<file path="config.mk">
export PLATFORM = sky130hd
export DESIGN_NAME = hmb_host_port
export DESIGN_NICKNAME = d
export VERILOG_FILES = /design/src/hmb_host_port.v /design/src/hmb_strobe_decode.v /design/src/hmb_mailbox_regs.v
export VERILOG_INCLUDE_DIRS = /design/src
export SDC_FILE = /design/constraint.sdc
export NUM_CORES = 1
export LEC_CHECK = 0
export CORE_UTILIZATION = 55
export CTS_CLUSTER_SIZE = 20
export DETAILED_ROUTE_END_ITERATION = 12
export DONT_BUFFER_PORTS = 1
export PLACE_DENSITY = 0.72
export SLEW_MARGIN = 15
export SYNTH_ARGS = -nofsm -noshare
export SYNTH_HDL_FRONTEND = slang
export SYNTH_SLANG_ARGS = --single-unit
</file>
<file path="constraint.sdc">
create_clock -name ref_clk_in -period 10.45 [get_ports ref_clk_in]
set_input_delay 2.09 -clock ref_clk_in [delete_from_list [all_inputs] [get_ports ref_clk_in]]
set_output_delay 2.09 -clock ref_clk_in [all_outputs]
set_load 0.05 [all_outputs]
</file>
<file path="src/hmb_consts.vh">
// Purpose: Shared constants of the host mailbox bus front end.
// Assumes: Included by bare name from every design file of the block.
// Notes:   Definitions only; no logic lives here.
`ifndef HMB_CONSTS_VH
`define HMB_CONSTS_VH

// Data path and address sizes
`define HMB_DATA_W          16
`define HMB_BYTE_W          8
`define HMB_ADDR_W          3
`define HMB_NUM_REGS        8

// Field positions on the shared address/data lines
`define HMB_ADDR_LSB        0
`define HMB_ADDR_MSB        2
`define HMB_LOW_BYTE_MSB    7
`define HMB_HIGH_BYTE_LSB   8

// Reset and idle values
`define HMB_ACK_IDLE        1'b1
`define HMB_ZERO_BYTE       8'h00
`define HMB_ZERO_WORD       16'h0000
`define HMB_ZERO_ADDR       3'h0

// Timing: one core cycle per access, three extra cycles in overwrite mode
`define HMB_CLK_PERIOD_NS   20
`define HMB_ACCESS_NS       20
`define HMB_ACCESS_CYCLES   (`HMB_ACCESS_NS / `HMB_CLK_PERIOD_NS)
`define HMB_OVW_DELAY_CYC   2'h1

`endif

</file>
<file path="src/hmb_host_port.v">
// Purpose: Pin-level front end of the host mailbox port.
// Assumes: All host pins are synchronous to ref_clk_in; mode pins are static.
// Notes:   Data pins are split into input, output and per-bit enable.
//          Outside overwrite mode the acknowledge comes in the strobe's first cycle, but read data
//          is registered and stands from the cycle after; a host that takes
//          data on the acknowledge edge must stretch its strobe by a cycle.
//          A strobe dropped during the overwrite wait ends the access
//          unanswered; a write taken before that has already landed.
//          Mode pins must not change while a host access is in progress.
//          Mailbox words are not cleared by reset, so a host can leave data
//          for the core across a reset.
`timescale 1ns/100ps
`include "hmb_consts.vh"

module hmb_host_port (
  // Clock and reset
  input  wire                     ref_clk_in,
  input  wire                     rst_in,
  // Static mode pins
  input  wire                     host_size_8bit_in,
  input  wire                     strobe_style_sel_in,
  input  wire                     addr_mux_sel_in,
  input  wire                     boot_source_sel_in,
  input  wire                     overwrite_mode_in,
  // Host control pins
  input  wire                     host_sel_n_in,
  input  wire                     host_rd_wr_sel_in,
  input  wire                     host_write_strobe_n_in,
  input  wire                     host_addr_bit2_in,
  input  wire [1:0]               host_addr_low_bits_in,
  output wire                     host_ack_n_out,
  // Host data pins
  input  wire [`HMB_DATA_W-1:0]   host_addr_data_bus_in,
  output wire [`HMB_DATA_W-1:0]   host_data_bus_out,
  output wire [`HMB_DATA_W-1:0]   host_data_bus_oe_out,
  // Core side
  input  wire                     core_we_in,
  input  wire [`HMB_ADDR_W-1:0]   core_addr_in,
  input  wire [`HMB_DATA_W-1:0]   core_wdata_in,
  output wire [`HMB_DATA_W-1:0]   core_rdata_out,
  // Status to core
  output wire                     boot_from_host_out,
  output wire                     host_wr_event_out,
  output wire                     host_rd_event_out
);

  // Access states
  localparam ST_IDLE = 2'h0;
  localparam ST_WAIT = 2'h1;
  localparam ST_ACK  = 2'h2;
  localparam ST_HOLD = 2'h3;

  // Access state and captured attributes
  reg  [1:0]             state_q;
  reg  [1:0]             state_d;
  reg                    is_read_q;
  reg                    is_read_d;
  reg  [`HMB_ADDR_W-1:0] mux_addr_q;
  reg  [`HMB_ADDR_W-1:0] acc_addr_q;
  reg  [`HMB_ADDR_W-1:0] acc_addr_d;

  // Data, timing and status registers
  reg  [`HMB_DATA_W-1:0] rd_data_q;
  reg  [1:0]             wait_cnt_q;
  reg                    boot_from_host_q;
  reg                    boot_taken_q;
  reg                    wr_event_q;
  reg                    rd_event_q;

  // Decoded requests and access control
  wire                   rd_req;
  wire                   wr_req;
  wire                   any_req;
  wire                   take;
  wire                   host_we;
  wire                   rd_take;
  wire                   addr_latch_en;
  wire                   ack_now;
  wire                   ack_late;

  // Address, data and pin drive
  wire [`HMB_ADDR_W-1:0] live_addr;
  wire [`HMB_ADDR_W-1:0] eff_addr;
  wire [`HMB_DATA_W-1:0] host_rdata;
  wire [`HMB_DATA_W-1:0] host_rdata_sized;
  wire [`HMB_DATA_W-1:0] host_wdata;
  wire                   rd_active;
  wire                   drive_low;
  wire                   drive_high;

  // Strobe and select decode
  hmb_strobe_decode u_decode (
    .strobe_style_sel_in    (strobe_style_sel_in),
    .host_sel_n_in          (host_sel_n_in),
    .host_rd_wr_sel_in      (host_rd_wr_sel_in),
    .host_write_strobe_n_in (host_write_strobe_n_in),
    .rd_req_out             (rd_req),
    .wr_req_out             (wr_req)
  );

  // No host request counts while reset is held
  assign any_req = (rd_req | wr_req) & ~rst_in;

  // Top address pin doubles as latch enable in multiplexed mode only
  assign addr_latch_en = addr_mux_sel_in & host_addr_bit2_in;

  // Address register: loads on every clock while enable is high, held once it drops
  always @(posedge ref_clk_in) begin
    if (rst_in) begin
      mux_addr_q <= `HMB_ZERO_ADDR;
    end else if (addr_latch_en) begin
      mux_addr_q <= host_addr_data_bus_in[`HMB_ADDR_MSB:`HMB_ADDR_LSB];
    end
  end

  // Address source per protocol
  assign live_addr = addr_mux_sel_in ? mux_addr_q :
                     {host_addr_bit2_in, host_addr_low_bits_in};

  // An access is taken on the first cycle its strobe is seen in idle
  assign take     = (state_q == ST_IDLE) && any_req;
  assign eff_addr = take ? live_addr : acc_addr_q;

  // Access state machine
  always @* begin
    state_d    = state_q;
    is_read_d  = is_read_q;
    acc_addr_d = acc_addr_q;
    case (state_q)
      ST_IDLE: begin
        if (any_req) begin
          is_read_d  = rd_req;
          acc_addr_d = live_addr;
          state_d    = overwrite_mode_in ? ST_WAIT : ST_ACK;
        end
      end
      ST_WAIT: begin
        if (!any_req) begin
          state_d = ST_IDLE;
        end else if (wait_cnt_q == `HMB_OVW_DELAY_CYC) begin
          state_d = ST_ACK;
        end
      end
      ST_ACK: begin
        if (!any_req) begin
          state_d = ST_IDLE;                                   // Host ended the cycle
        end else begin
          state_d = ST_HOLD;
        end
      end
      ST_HOLD: begin
        if (!any_req) begin
          state_d = ST_IDLE;
        end
      end
      default: begin
        state_d = ST_IDLE;
      end
    endcase
  end

  // Access state register
  always @(posedge ref_clk_in) begin
    if (rst_in) begin
      state_q <= ST_IDLE;
    end else begin
      state_q <= state_d;
    end
  end

  // Access attributes, held for the whole length of the access
  always @(posedge ref_clk_in) begin
    if (rst_in) begin
      is_read_q  <= 1'b0;
      acc_addr_q <= `HMB_ZERO_ADDR;
    end else begin
      is_read_q  <= is_read_d;
      acc_addr_q <= acc_addr_d;
    end
  end

  // Overwrite wait counter; counts only while waiting, so it never wraps
  always @(posedge ref_clk_in) begin
    if (rst_in) begin
      wait_cnt_q <= 2'h0;
    end else if (state_q == ST_WAIT) begin
      wait_cnt_q <= wait_cnt_q + 2'h1;
    end else begin
      wait_cnt_q <= 2'h0;
    end
  end

  // One read or write per access, taken in the first cycle of its strobe
  assign host_we = take && wr_req;
  assign rd_take = take && rd_req;

  // 8-bit host writes fill the upper byte with zeros
  assign host_wdata = host_size_8bit_in ?
                      {`HMB_ZERO_BYTE, host_addr_data_bus_in[`HMB_LOW_BYTE_MSB:0]} :
                      host_addr_data_bus_in;

  // Mailbox storage
  hmb_mailbox_regs u_regs (
    .ref_clk_in     (ref_clk_in),
    .rst_in         (rst_in),
    .host_we_in     (host_we),
    .host_addr_in   (eff_addr),
    .host_wdata_in  (host_wdata),
    .host_rdata_out (host_rdata),
    .core_we_in     (core_we_in & ~rst_in),
    .core_addr_in   (core_addr_in),
    .core_wdata_in  (core_wdata_in),
    .core_rdata_out (core_rdata_out)
  );

  // An 8-bit host only ever sees the low byte of a word
  assign host_rdata_sized = host_size_8bit_in ?
                            {`HMB_ZERO_BYTE, host_rdata[`HMB_LOW_BYTE_MSB:0]} :
                            host_rdata;

  // Read data register follows the addressed word every cycle
  always @(posedge ref_clk_in) begin
    if (rst_in) begin
      rd_data_q <= `HMB_ZERO_WORD;
    end else begin
      rd_data_q <= host_rdata_sized;
    end
  end

  // Pin drive only while a read is in progress, upper byte kept off in 8-bit mode
  assign rd_active  = rd_req & ((state_q == ST_IDLE) || is_read_q);
  assign drive_low  = ~rst_in & rd_active;
  assign drive_high = drive_low & ~host_size_8bit_in;

  // Per-bit pin drivers: data straight from the register, enable per byte
  genvar b;
  generate
    for (b = 0; b < `HMB_DATA_W; b = b + 1) begin : g_oe
      assign host_data_bus_out[b] = rd_data_q[b];
      if (b < `HMB_HIGH_BYTE_LSB) begin : g_lo
        assign host_data_bus_oe_out[b] = drive_low;
      end else begin : g_hi
        assign host_data_bus_oe_out[b] = drive_high;
      end
    end
  endgenerate

  // Immediate answer outside overwrite mode, late one otherwise; held in both modes while the strobe stays
  assign ack_now  = take && !overwrite_mode_in;
  assign ack_late = ((state_q == ST_ACK) || (state_q == ST_HOLD)) && any_req;

  // Acknowledge: same cycle as the access, or after the overwrite wait
  assign host_ack_n_out = rst_in ? `HMB_ACK_IDLE : ~(ack_now || ack_late);

  // Per-access event pulses for the surrounding status logic
  always @(posedge ref_clk_in) begin
    if (rst_in) begin
      wr_event_q <= 1'b0;
      rd_event_q <= 1'b0;
    end else begin
      wr_event_q <= host_we;
      rd_event_q <= rd_take;
    end
  end

  // Event outputs come straight from their flops
  assign host_wr_event_out = wr_event_q;
  assign host_rd_event_out = rd_event_q;

  // Boot source caught once, on the first cycle after reset release
  always @(posedge ref_clk_in) begin
    if (rst_in) begin
      boot_taken_q     <= 1'b0;
      boot_from_host_q <= 1'b0;
    end else if (!boot_taken_q) begin
      boot_taken_q     <= 1'b1;
      boot_from_host_q <= boot_source_sel_in;
    end
  end

  // Boot choice stands until the next reset
  assign boot_from_host_out = boot_from_host_q;

endmodule // hmb_host_port

</file>
<file path="src/hmb_strobe_decode.v">
// Purpose: Turns the two host strobe pins and select into read/write requests.
// Assumes: Pins are synchronous to ref_clk_in; strobes and select active low.
// Notes:   Purely combinational; the top module owns all state.
`timescale 1ns/100ps
`include "hmb_consts.vh"

module hmb_strobe_decode (
  // Mode
  input  wire strobe_style_sel_in,
  // Host pins
  input  wire host_sel_n_in,
  input  wire host_rd_wr_sel_in,
  input  wire host_write_strobe_n_in,
  // Decoded requests
  output reg  rd_req_out,
  output reg  wr_req_out
);

  // Strobe style decode gated by select
  always @* begin
    rd_req_out = 1'b0;
    wr_req_out = 1'b0;
    if (!host_sel_n_in) begin
      if (!strobe_style_sel_in) begin
        rd_req_out = ~host_rd_wr_sel_in;                      // Pin is read strobe, low active
        wr_req_out = ~host_write_strobe_n_in;
      end else begin
        rd_req_out = ~host_write_strobe_n_in & host_rd_wr_sel_in;
        wr_req_out = ~host_write_strobe_n_in & ~host_rd_wr_sel_in;
      end
    end
  end

endmodule // hmb_strobe_decode

</file>
<file path="src/hmb_mailbox_regs.v">
// Purpose: Eight-word mailbox shared by host and core.
// Assumes: Write enables already gated off during reset.
// Notes:   Contents survive reset; host write wins over a core write to one word.
`timescale 1ns/100ps
`include "hmb_consts.vh"

module hmb_mailbox_regs (
  // Clock and reset
  input  wire                     ref_clk_in,
  input  wire                     rst_in,
  // Host port
  input  wire                     host_we_in,
  input  wire [`HMB_ADDR_W-1:0]   host_addr_in,
  input  wire [`HMB_DATA_W-1:0]   host_wdata_in,
  output wire [`HMB_DATA_W-1:0]   host_rdata_out,
  // Core port
  input  wire                     core_we_in,
  input  wire [`HMB_ADDR_W-1:0]   core_addr_in,
  input  wire [`HMB_DATA_W-1:0]   core_wdata_in,
  output reg  [`HMB_DATA_W-1:0]   core_rdata_out
);

  reg [`HMB_DATA_W-1:0] mailbox_data_reg [0:`HMB_NUM_REGS-1];

  // Per-word write with host precedence
  genvar i;
  generate
    for (i = 0; i < `HMB_NUM_REGS; i = i + 1) begin : g_word
      localparam integer               WORD_NUM = i;
      localparam [`HMB_ADDR_W-1:0]     WORD_IDX = WORD_NUM[`HMB_ADDR_W-1:0];
      always @(posedge ref_clk_in) begin
        if (host_we_in && (host_addr_in == WORD_IDX)) begin
          mailbox_data_reg[i] <= host_wdata_in;
        end else if (core_we_in && (core_addr_in == WORD_IDX)) begin
          mailbox_data_reg[i] <= core_wdata_in;
        end
      end
    end
  endgenerate

  // Host read is combinational; the top module registers it
  assign host_rdata_out = mailbox_data_reg[host_addr_in];

  // Core read registered, never stalled by host traffic
  always @(posedge ref_clk_in) begin
    if (rst_in) begin
      core_rdata_out <= `HMB_ZERO_WORD;
    end else begin
      core_rdata_out <= mailbox_data_reg[core_addr_in];
    end
  end

endmodule // hmb_mailbox_regs

</file>
==> results.ini, run 1 <==
[logic_synthesis]
synth-async-reset-ratio = 0
synth_seq_area_share = 0.501
synthMostInstantiatedCell = o21ai_0
avgSynthCellArea_um2 = 13.1
syn_area_mm2 = 0.00954
synth.net_count = 778
ys.flop_type = edfxtp_1
ys_ff_latch = 175
synth.area.top_cells = edfxtp_1 (40%), dfxtp_1 (9.9%), mux2_2 (9.2%), mux2_4 (7.9%), mux4_2 (7.6%)
ys_top_cells_by_count = o21ai_0 (136), edfxtp_1 (128), mux2_2 (78)
syn_inst = 728
yosys.cell_types.count = 46
synth_top_cell_by_area = edfxtp_1
synth-edff-count = 128
yosysWarnings = 0
synth_top_cell_area_share = 0.403

[clocking]
cts_tree = yes
clock-sinks = 175
clk_latency_ns = 0.43
clockBufferDepth = 2
cts_hold_buffers = 0
htreeDepth = 4
cts_root_buffer = clkbuf_16
clkTransAtPathRegs_ns = 0.07
numCtsBuffers = 17
postCtsSetupRepairBufs = 0
cts-resized-gates = 0

[global_routing]
grt_pass1_wl_mm = 38.8
grt-ovfl-total = 0
grt_max_degree = 39
grt_usage = 0.298
antenna_found_initial = 0
grt_pass1_vias = 6687

[timing]
fin_setup_tns_ns = 0
finClkSkew_ns = 0.00892
rsz0062_at_grt = no
holdWs_ns = 0.420
tightest_slew_ns = 1.25
final_hold_viol_count = 0
slew_violations = 0
fin_crit_sh = 0.671
fmax_ghz = 0.143
slew_headroom = 0.167
setup_viol = 0
setup_ws_ns = 3.44
period_needed_ns = 7.01

[power_and_ir_drop]
powerDensity_mw_per_mm2 = 154
internal_power_mw = 1.18
seqPwrFrac = 0.515
peakVddDrop_uv = 128
p_leak_nw = 3.57
p_switching_mw = 0.397
p_clk_frac = 0.388
share_comb_of_total_power = 0.097
p_sw_frac = 0.252

[place]
place.gp.congestion = 0.795
port_buffers = 0
dp_worst_setup_slack_ns = 3.45
dp_hpwl_mm = 15.1

[worst_setup_path]
crit_path_end_kind = output pin
cp_max_fo = 9
critPathKind = in2out
crit_arrival_ns = 4.92
crit_required_ns = 8.36
crit_path_start_kind = primary input

[routing]
drt_first_pass_iters = 5
via_per_inst = 7.01
drtIter0Drc = 794
wire_per_inst_um = 28.0
route.final.wire_length_mm = 26.1
drc = 0
route.vias.total = 6533
ant_nets = 0

[floorplan]
die_area_mm2 = 0.0179
initial_core_util = 0.569
io_pins = 101
num_rows = 47
die_height_um = 134
chipWidth_um = 134
core-area_mm2 = 0.0168

[flow_run]
cap_violations = 0

[run_status]
status = completed

[cells_and_area]
drive_gt1_frac = 0.327
diodes = 0
ff_latch_area_mm2 = 0.00478
fin_util = 0.611
multi_input_area_mm2 = 0.00443
area_growth_pct = 7.22
fill_cells = 1254
largest_reg_flops = 128
nets = 749

[hold_path]
hold_path.class = reg2reg

worst max-delay path, stage by stage:
cell	delay (ns)
nand3b_1	0.13
o21a_1	0.10
nor3_1	0.24
o21a_4	0.18
buf_4	0.84
nor2b_4	0.97
buf_16	0.35
path summary, 6_finish.rpt:
| kind | startpoint | to | slack (ns) | cells past startpoint |
|---|---|---|---|---|
| max | host_write_strobe_n_in | host_data_bus_oe_out[10] | 3.44 | 7 |
| min | wait_cnt_q[0]$_SDFF_PP0_ | wait_cnt_q[0]$_SDFF_PP0_ | 0.42 | 1 |
| max reg2reg | state_q[1]$_SDFFE_PP0P_ | u_regs.mailbox_data_reg[4][14]$_DFFE_PP_ | 6.29 | 5 |
| min reg2reg | wait_cnt_q[0]$_SDFF_PP0_ | wait_cnt_q[0]$_SDFF_PP0_ | 0.42 | 1 |
power groups by stage:
stage | clock (mW) | combinational [mW] | sequential (mW)
floorplan | 0 | 0.128 | 0.823
global placement | 0 | 0.145 | 0.826
detailed placement | 0 | 0.150 | 0.827
CTS | 0.614 | 0.151 | 0.812
global route | 0.642 | 0.162 | 0.813
finish | 0.611 | 0.153 | 0.812
per-layer routing:
metal	wire, um	global-route usage
met3	2930	0.0715
met1	9470	0.361
met5	0	0
met2	12900	0.500
met4	771	0.138
layout by cell type (no fill, tap or decap), drive strengths merged, types with 2 or more instances in the layout:
cell type	n
nor2b	11
nor3b	2
dfxtp	47
a22o	16
o21ba	2
mux2	128
or3b	2
o21a	4
a21oi	8
mux4	32
inv	8
edfxtp	128
a211oi	6
buf	19
nor3	7
nand4	32
nand3	7
nand3b	4
nand2	13
clkbuf	21
mux2i	20
nor2	32
nand2b	3
o21bai	5
o21ai	138
clkinv	6
metrics by stage:
step                power, mW  cells  cell area [um^2]
finish                   1.58    932             10200
global route             1.62    932             10200
CTS                      1.58    932             10200
detailed placement      0.977    900              9670
global placement        0.971    900              9670
floorplan               0.951    728              9540
area by class of cell:
type,instances,area share
Clock buffer,21,0.0482
Clock inverter,11,0.00721
Inverter,3,0.00110
Multi-Input combinational cell,483,0.433
Sequential cell,175,0.468
Tap cell,220,0.0269
Timing Repair Buffer,19,0.0159
cells by family after synthesis:
kind of cell               count (synthesis)  share of synthesized area
adders and majority gates                  1                    0.00131
buffers and inverters                     70                     0.0439
DFF                                      175                      0.501
muxes                                    180                      0.267
AOI/OAI and AO/OA                        185                      0.121
and+or+nand+nor                          117                     0.0653
(Power assumes the default switching activity.)
==> run 2: changes to the inputs <==
--- a/config.mk
+++ b/config.mk
@@ -6,6 +6,7 @@
 export SDC_FILE = /design/constraint.sdc
 export NUM_CORES = 1
 export LEC_CHECK = 0
+export ABC_AREA = 1
 export CORE_UTILIZATION = 55
 export CTS_CLUSTER_SIZE = 20
 export DETAILED_ROUTE_END_ITERATION = 12
==> constraint.sdc (replaced) <==
create_clock -name ref_clk_in -period 7.2 [get_ports ref_clk_in]
set_input_delay 1.44 -clock ref_clk_in [delete_from_list [all_inputs] [get_ports ref_clk_in]]
set_output_delay 1.44 -clock ref_clk_in [all_outputs]
set_load 0.05 [all_outputs]
==> run 2 against run 1 <==
  * Die area fell by 2.6%
  * Sequential power rose by 47%
  * Final cell count rose by 38%
  * Power rose by 54%
  * Utilization fell by 1.7 points
  * Synthesized cell count rose by 52%
  * Worst setup slack got worse by 0.94 ns
  * Routed wire length fell by 1.7%
  * Clock power rose by 57%
  * Highest routed layer unchanged
==> results.ini, run 2 <==
[global_routing]
grt_pass1_wl_mm = 39.4
grt_max_degree = 42
grt_usage = 0.301
grt_pass1_vias = 7333
antenna_found_initial = 0
grt-ovfl-total = 0

[clocking]
cts_root_buffer = clkbuf_16
cts_hold_buffers = 0
htreeDepth = 4
cts_tree = yes
clockBufferDepth = 2
postCtsSetupRepairBufs = 0
cts-resized-gates = 0
clk_latency_ns = 0.43
clock-sinks = 175
clkTransAtPathRegs_ns = 0.06
numCtsBuffers = 17

[power_and_ir_drop]
powerDensity_mw_per_mm2 = 248
power_mw = 2.43
peakVddDrop_uv = 204
p_leak_nw = 3.95

[worst_setup_path]
crit_top_cell = o21ai_0
crit_required_ns = 5.76
critPathMaxStageDelay_ns = 0.78
crit_path_cell_trace = inv_1, nand2_1, o21ai_0, o21ai_0, nor3_2, buf_4, buf_6
critPathKind = in2out
cp_max_fo = 8
crit_arrival_ns = 3.26
crit_slowest_cell = buf_4
crit_path_start_kind = primary input
crit_path_end_kind = output pin

[logic_synthesis]
synth.area.top_cells = edfxtp_1 (41%), nand2_1 (16%), dfxtp_1 (10%), o21ai_0 (6.4%), nand3_1 (4.4%)
synth_seq_area_share = 0.515
synth.mux.area_fraction = 0
synth_compound_gate_area_share = 0.137
yosys.cell_types.count = 36
synth_top_cell_area_share = 0.414
ys_ff_latch = 175
synth_top_family_by_area = simple AND/OR/NAND/NOR gates
synth-async-reset-ratio = 0
syn_area_mm2 = 0.00929
syn_inst = 1109
avgSynthCellArea_um2 = 8.38
ys.flop_type = edfxtp_1
synth_top_cell_by_area = edfxtp_1
yosysWarnings = 0
synthAdderAreaFrac = 0.00135
ys_top_cells_by_count = nand2_1 (404), edfxtp_1 (128), o21ai_0 (118)
synth-edff-count = 128
synthMostInstantiatedCell = nand2_1
synth_simple_gate_area_frac = 0.266
synth_xor_area_frac = 0
synth.net_count = 1159

[routing]
wire_per_inst_um = 19.9
route.final.wire_length_mm = 25.7
via_per_inst = 5.98
drt_first_pass_iters = 6
drc = 0
route.vias.total = 7706
ant_nets = 0
drtIter0Drc = 971

[timing]
slew_violations = 0
final_hold_viol_count = 0
slew_headroom = 0.153
finClkSkew_ns = 0.00797
tightest_slew_ns = 1.27
fmax_ghz = 0.213
fin_crit_sh = 0.653
fin_setup_tns_ns = 0
setup_viol = 0
rsz0062_at_grt = no
period_needed_ns = 4.70

[cells_and_area]
diodes = 0
fill_cells = 1397
nets = 1106
drive_gt1_frac = 0.0842
largest_reg_flops = 128
multi_input_area_mm2 = 0.00382
stdcell_area_mm2 = 0.00980
mostFrequentLayoutCell = nand2_1
layout_common_cells = nand2_1 (404), edfxtp_1 (128), o21ai_0 (110)
area_growth_pct = 5.48
ff_latch_area_mm2 = 0.00478

[floorplan]
die_height_um = 132
core-area_mm2 = 0.0165
chipWidth_um = 132
io_pins = 101
num_rows = 47
initial_core_util = 0.562
die_area_mm2 = 0.0174

[place]
dp_hpwl_mm = 15.3
port_buffers = 0
place.gp.congestion = 0.836
placed_area_mm2 = 0.00919

[run_status]
status = completed

[hold_path]
hold_path.class = reg2reg

[flow_run]
cap_violations = 0

## run 2: where the power goes
| part | total (mW) | internal [mW] | switching [mW] |
|---|---|---|---|
| Sequential | 1.19 | 1.12 | 0.0717 |
| Clock | 0.961 | 0.574 | 0.387 |
| Combinational | 0.279 | 0.0771 | 0.202 |
## run 2: critical path: cells and delay by family
| kind | cells | cell delay, ns |
|---|---|---|
| buffers and inverters | 3 | 1.09 |
| AO/OA/AOI/OAI | 2 | 0.46 |
| AND/OR/NAND/NOR | 2 | 0.26 |
## run 2: per-layer routing
metal,wire length (um),global-route usage
met5,0,0
met4,710,0.131
met3,2770,0.0615
met2,12100,0.491
met1,10000,0.391
## run 2: cells by family (layout without fill, tap and decap cells)
kind of cell | after synthesis | in the layout
DFF | 175 | 175
buffers and inverters | 140 | 100
AOI/OAI and AO/OA | 219 | 219
and+or+nand+nor | 574 | 574
adders and majority gates | 1 | 1
## run 2: layout make-up
type,instances,share of cell area
flip-flops and latches,175,0.488
clock inverters,14,0.0176
well taps,220,0.0281
multi-input cells,794,0.390
repair buffers,11,0.0108
clock buffers,18,0.0438
inverters,57,0.0221
## run 2: final timing paths
kind,slack (ns),depth (start not counted),start,endpoint
max,2.50,7,host_sel_n_in,host_data_bus_oe_out[9]
min,0.43,1,boot_taken_q$_DFF_P_,boot_from_host_out$_SDFFE_PP0N_
max reg2reg,3.95,8,state_q[1]$_SDFFE_PP0P_,u_regs.mailbox_data_reg[0][2]$_DFFE_PP_
min reg2reg,0.43,1,boot_taken_q$_DFF_P_,boot_from_host_out$_SDFFE_PP0N_
## run 2: through the flow
| step | hold WS, ns | setup WS (ns) | utilization | std cells |
|---|---|---|---|---|
| finish | 0.428 | 2.50 | 0.593 | 1289 |
| global route | 0.459 | 2.36 | 0.593 | 1289 |
| CTS | 0.433 | 2.49 | 0.593 | 1289 |
| detailed placement | 0.424 | 2.49 | 0.556 | 1257 |
| global placement | 0.413 | 2.54 | 0.556 | 1257 |
| floorplan | 0.404 | 3.07 | - | 1109 |
==> run 3: changes to the inputs <==
==> constraint.sdc (replaced) <==
create_clock -name ref_clk_in -period 4.6 [get_ports ref_clk_in]
set_input_delay 0.92 -clock ref_clk_in [delete_from_list [all_inputs] [get_ports ref_clk_in]]
set_output_delay 0.92 -clock ref_clk_in [all_outputs]
set_load 0.05 [all_outputs]
==> run 3 against run 2 <==
  * Flip-flop and latch count is the same
  * Largest cell class unchanged
  * Global-route usage is 0.51 points higher
  * Final area down 0.13%
  * Worst setup slack got worse by 1.2 ns
==> results.ini, run 3 (synthesis results as in run 2) <==
[run_status]
status = completed

[global_routing]
antenna_found_initial = 0
grt_max_degree = 42
grt_usage = 0.306
grt_pass1_wl_mm = 40.3
grt_pass1_vias = 7470
grt-ovfl-total = 0

[timing]
fmax_ghz = 0.302
slew_violations = 0
fin_crit_sh = 0.720
rsz0062_at_grt = no
setup_ws_ns = 1.29
fin_setup_tns_ns = 0
final_hold_viol_count = 0
tightest_slew_ns = 1.16
slew_headroom = 0.228
period_needed_ns = 3.31
finClkSkew_ns = 0.00919
holdWs_ns = 0.424
setup_viol = 0

[routing]
via_per_inst = 6.06
drc = 0
wire_per_inst_um = 19.9
drt_first_pass_iters = 5
route.final.wire_length_mm = 25.7
drtIter0Drc = 950
ant_nets = 0
route.vias.total = 7837

[power_and_ir_drop]
p_clk_frac = 0.376
share_comb_of_total_power = 0.119
seqPwrFrac = 0.504
peakVddDrop_uv = 292
p_switching_mw = 1.07
p_sw_frac = 0.291
p_leak_nw = 3.94
powerDensity_mw_per_mm2 = 376
internal_power_mw = 2.61

[floorplan]
chipWidth_um = 132
num_rows = 47
die_area_mm2 = 0.0174
core-area_mm2 = 0.0165
initial_core_util = 0.562
io_pins = 101
die_height_um = 132

[place]
place_inst = 1261
port_buffers = 0
place.gp.congestion = 0.869
dp_worst_setup_slack_ns = 0.951
dp_hpwl_mm = 15.9

[worst_setup_path]
r2r_slack_ns = 1.54
r2r-start = state_q[1]$_SDFFE_PP0P_
crit_path_end_kind = output pin
crit_arrival_ns = 2.39
r2r_end = u_regs.mailbox_data_reg[0][5]$_DFFE_PP_
critPathKind = in2out
crit_required_ns = 3.68
crit_path_end = host_data_bus_oe_out[9]
worst-r2r-cell-count = 8
crit_path_start_kind = primary input
cp_max_fo = 8
crit_path_start = host_sel_n_in

[clocking]
cts_hold_buffers = 0
cts_root_buffer = clkbuf_16
cts_tree = yes
cts-resized-gates = 0
clk_latency_ns = 0.44
clockBufferDepth = 2
postCtsSetupRepairBufs = 0
htreeDepth = 4
clock-sinks = 175
numCtsBuffers = 17
clkTransAtPathRegs_ns = 0.06

[cells_and_area]
fin_cells = 1293
area_growth_pct = 5.34
nets = 1110
mostFrequentLayoutCell = nand2_1
layout_common_cells = nand2_1 (404), edfxtp_1 (128), o21ai_0 (110)
largest_reg_flops = 128
drive_gt1_frac = 0.0885
diodes = 0

[flow_run]
cap_violations = 0

[hold_path]
hold_path.class = reg2reg

run 3: cell types whose count changed in the layout (fill, tap and decap cells not counted), sizes merged:
cell      change
buf           +4
bufinv        -3
clkinv        -3
clkinvlp      +3
inv           +3
run 3: layout make-up:
| class | count | area [um^2] |
|---|---|---|
| fillers | 1443 | 6730 |
| well taps | 220 | 275 |
| inverters | 57 | 216 |
| flip-flops and latches | 175 | 4780 |
| clock buffers | 18 | 429 |
| clock inverters | 14 | 118 |
| repair buffers | 15 | 149 |
| multi-input cells | 794 | 3820 |
run 3: worst max-delay path, stage by stage:
cell and delay (ns):
inv_1 0.05, nand2_1 0.11, o21ai_0 0.22, o21ai_0 0.23
nor3_2 0.23, buf_12 0.40, buf_6 0.22
run 3: per-stage QoR:
step                instance area, um^2  power, mW  utilization
detailed placement                 9240       2.33        0.559
finish                             9790       3.69        0.592
CTS                                9780       3.68        0.592
global route                       9790       3.80        0.592
floorplan                          9290       2.23            -
global placement                   9240       2.31        0.559
run 3: power by group through the flow:
stage,combinational (mW),clock [mW],sequential [mW]
detailed placement,0.431,0,1.89
finish,0.440,1.39,1.86
floorplan,0.348,0,1.89
CTS,0.434,1.39,1.86
global placement,0.422,0,1.89
global route,0.488,1.45,1.86
run 3: worst min path at each step:
stage / end / depth (start not counted) / slack (ns) / startpoint
2_1_floorplan: wait_cnt_q[0]$_SDFF_PP0_ / 1 / 0.40 / wait_cnt_q[0]$_SDFF_PP0_
3_3_place_gp: boot_from_host_out$_SDFFE_PP0N_ / 1 / 0.41 / boot_taken_q$_DFF_P_
3_5_place_dp: boot_from_host_out$_SDFFE_PP0N_ / 1 / 0.42 / boot_taken_q$_DFF_P_
4_1_cts: boot_from_host_out$_SDFFE_PP0N_ / 1 / 0.43 / boot_taken_q$_DFF_P_
5_1_grt: boot_from_host_out$_SDFFE_PP0N_ / 1 / 0.46 / boot_taken_q$_DFF_P_
6_report: boot_from_host_out$_SDFFE_PP0N_ / 1 / 0.42 / boot_taken_q$_DFF_P_
run 3: routing by layer:
metal | vias to the layer above | routed length, um | track usage
li1 | 3652 | - | -
met1 | 3623 | 10100 | 0.399
met2 | 479 | 12300 | 0.496
met3 | 83 | 2500 | 0.0611
met4 | 0 | 809 | 0.137
met5 | - | 0 | 0
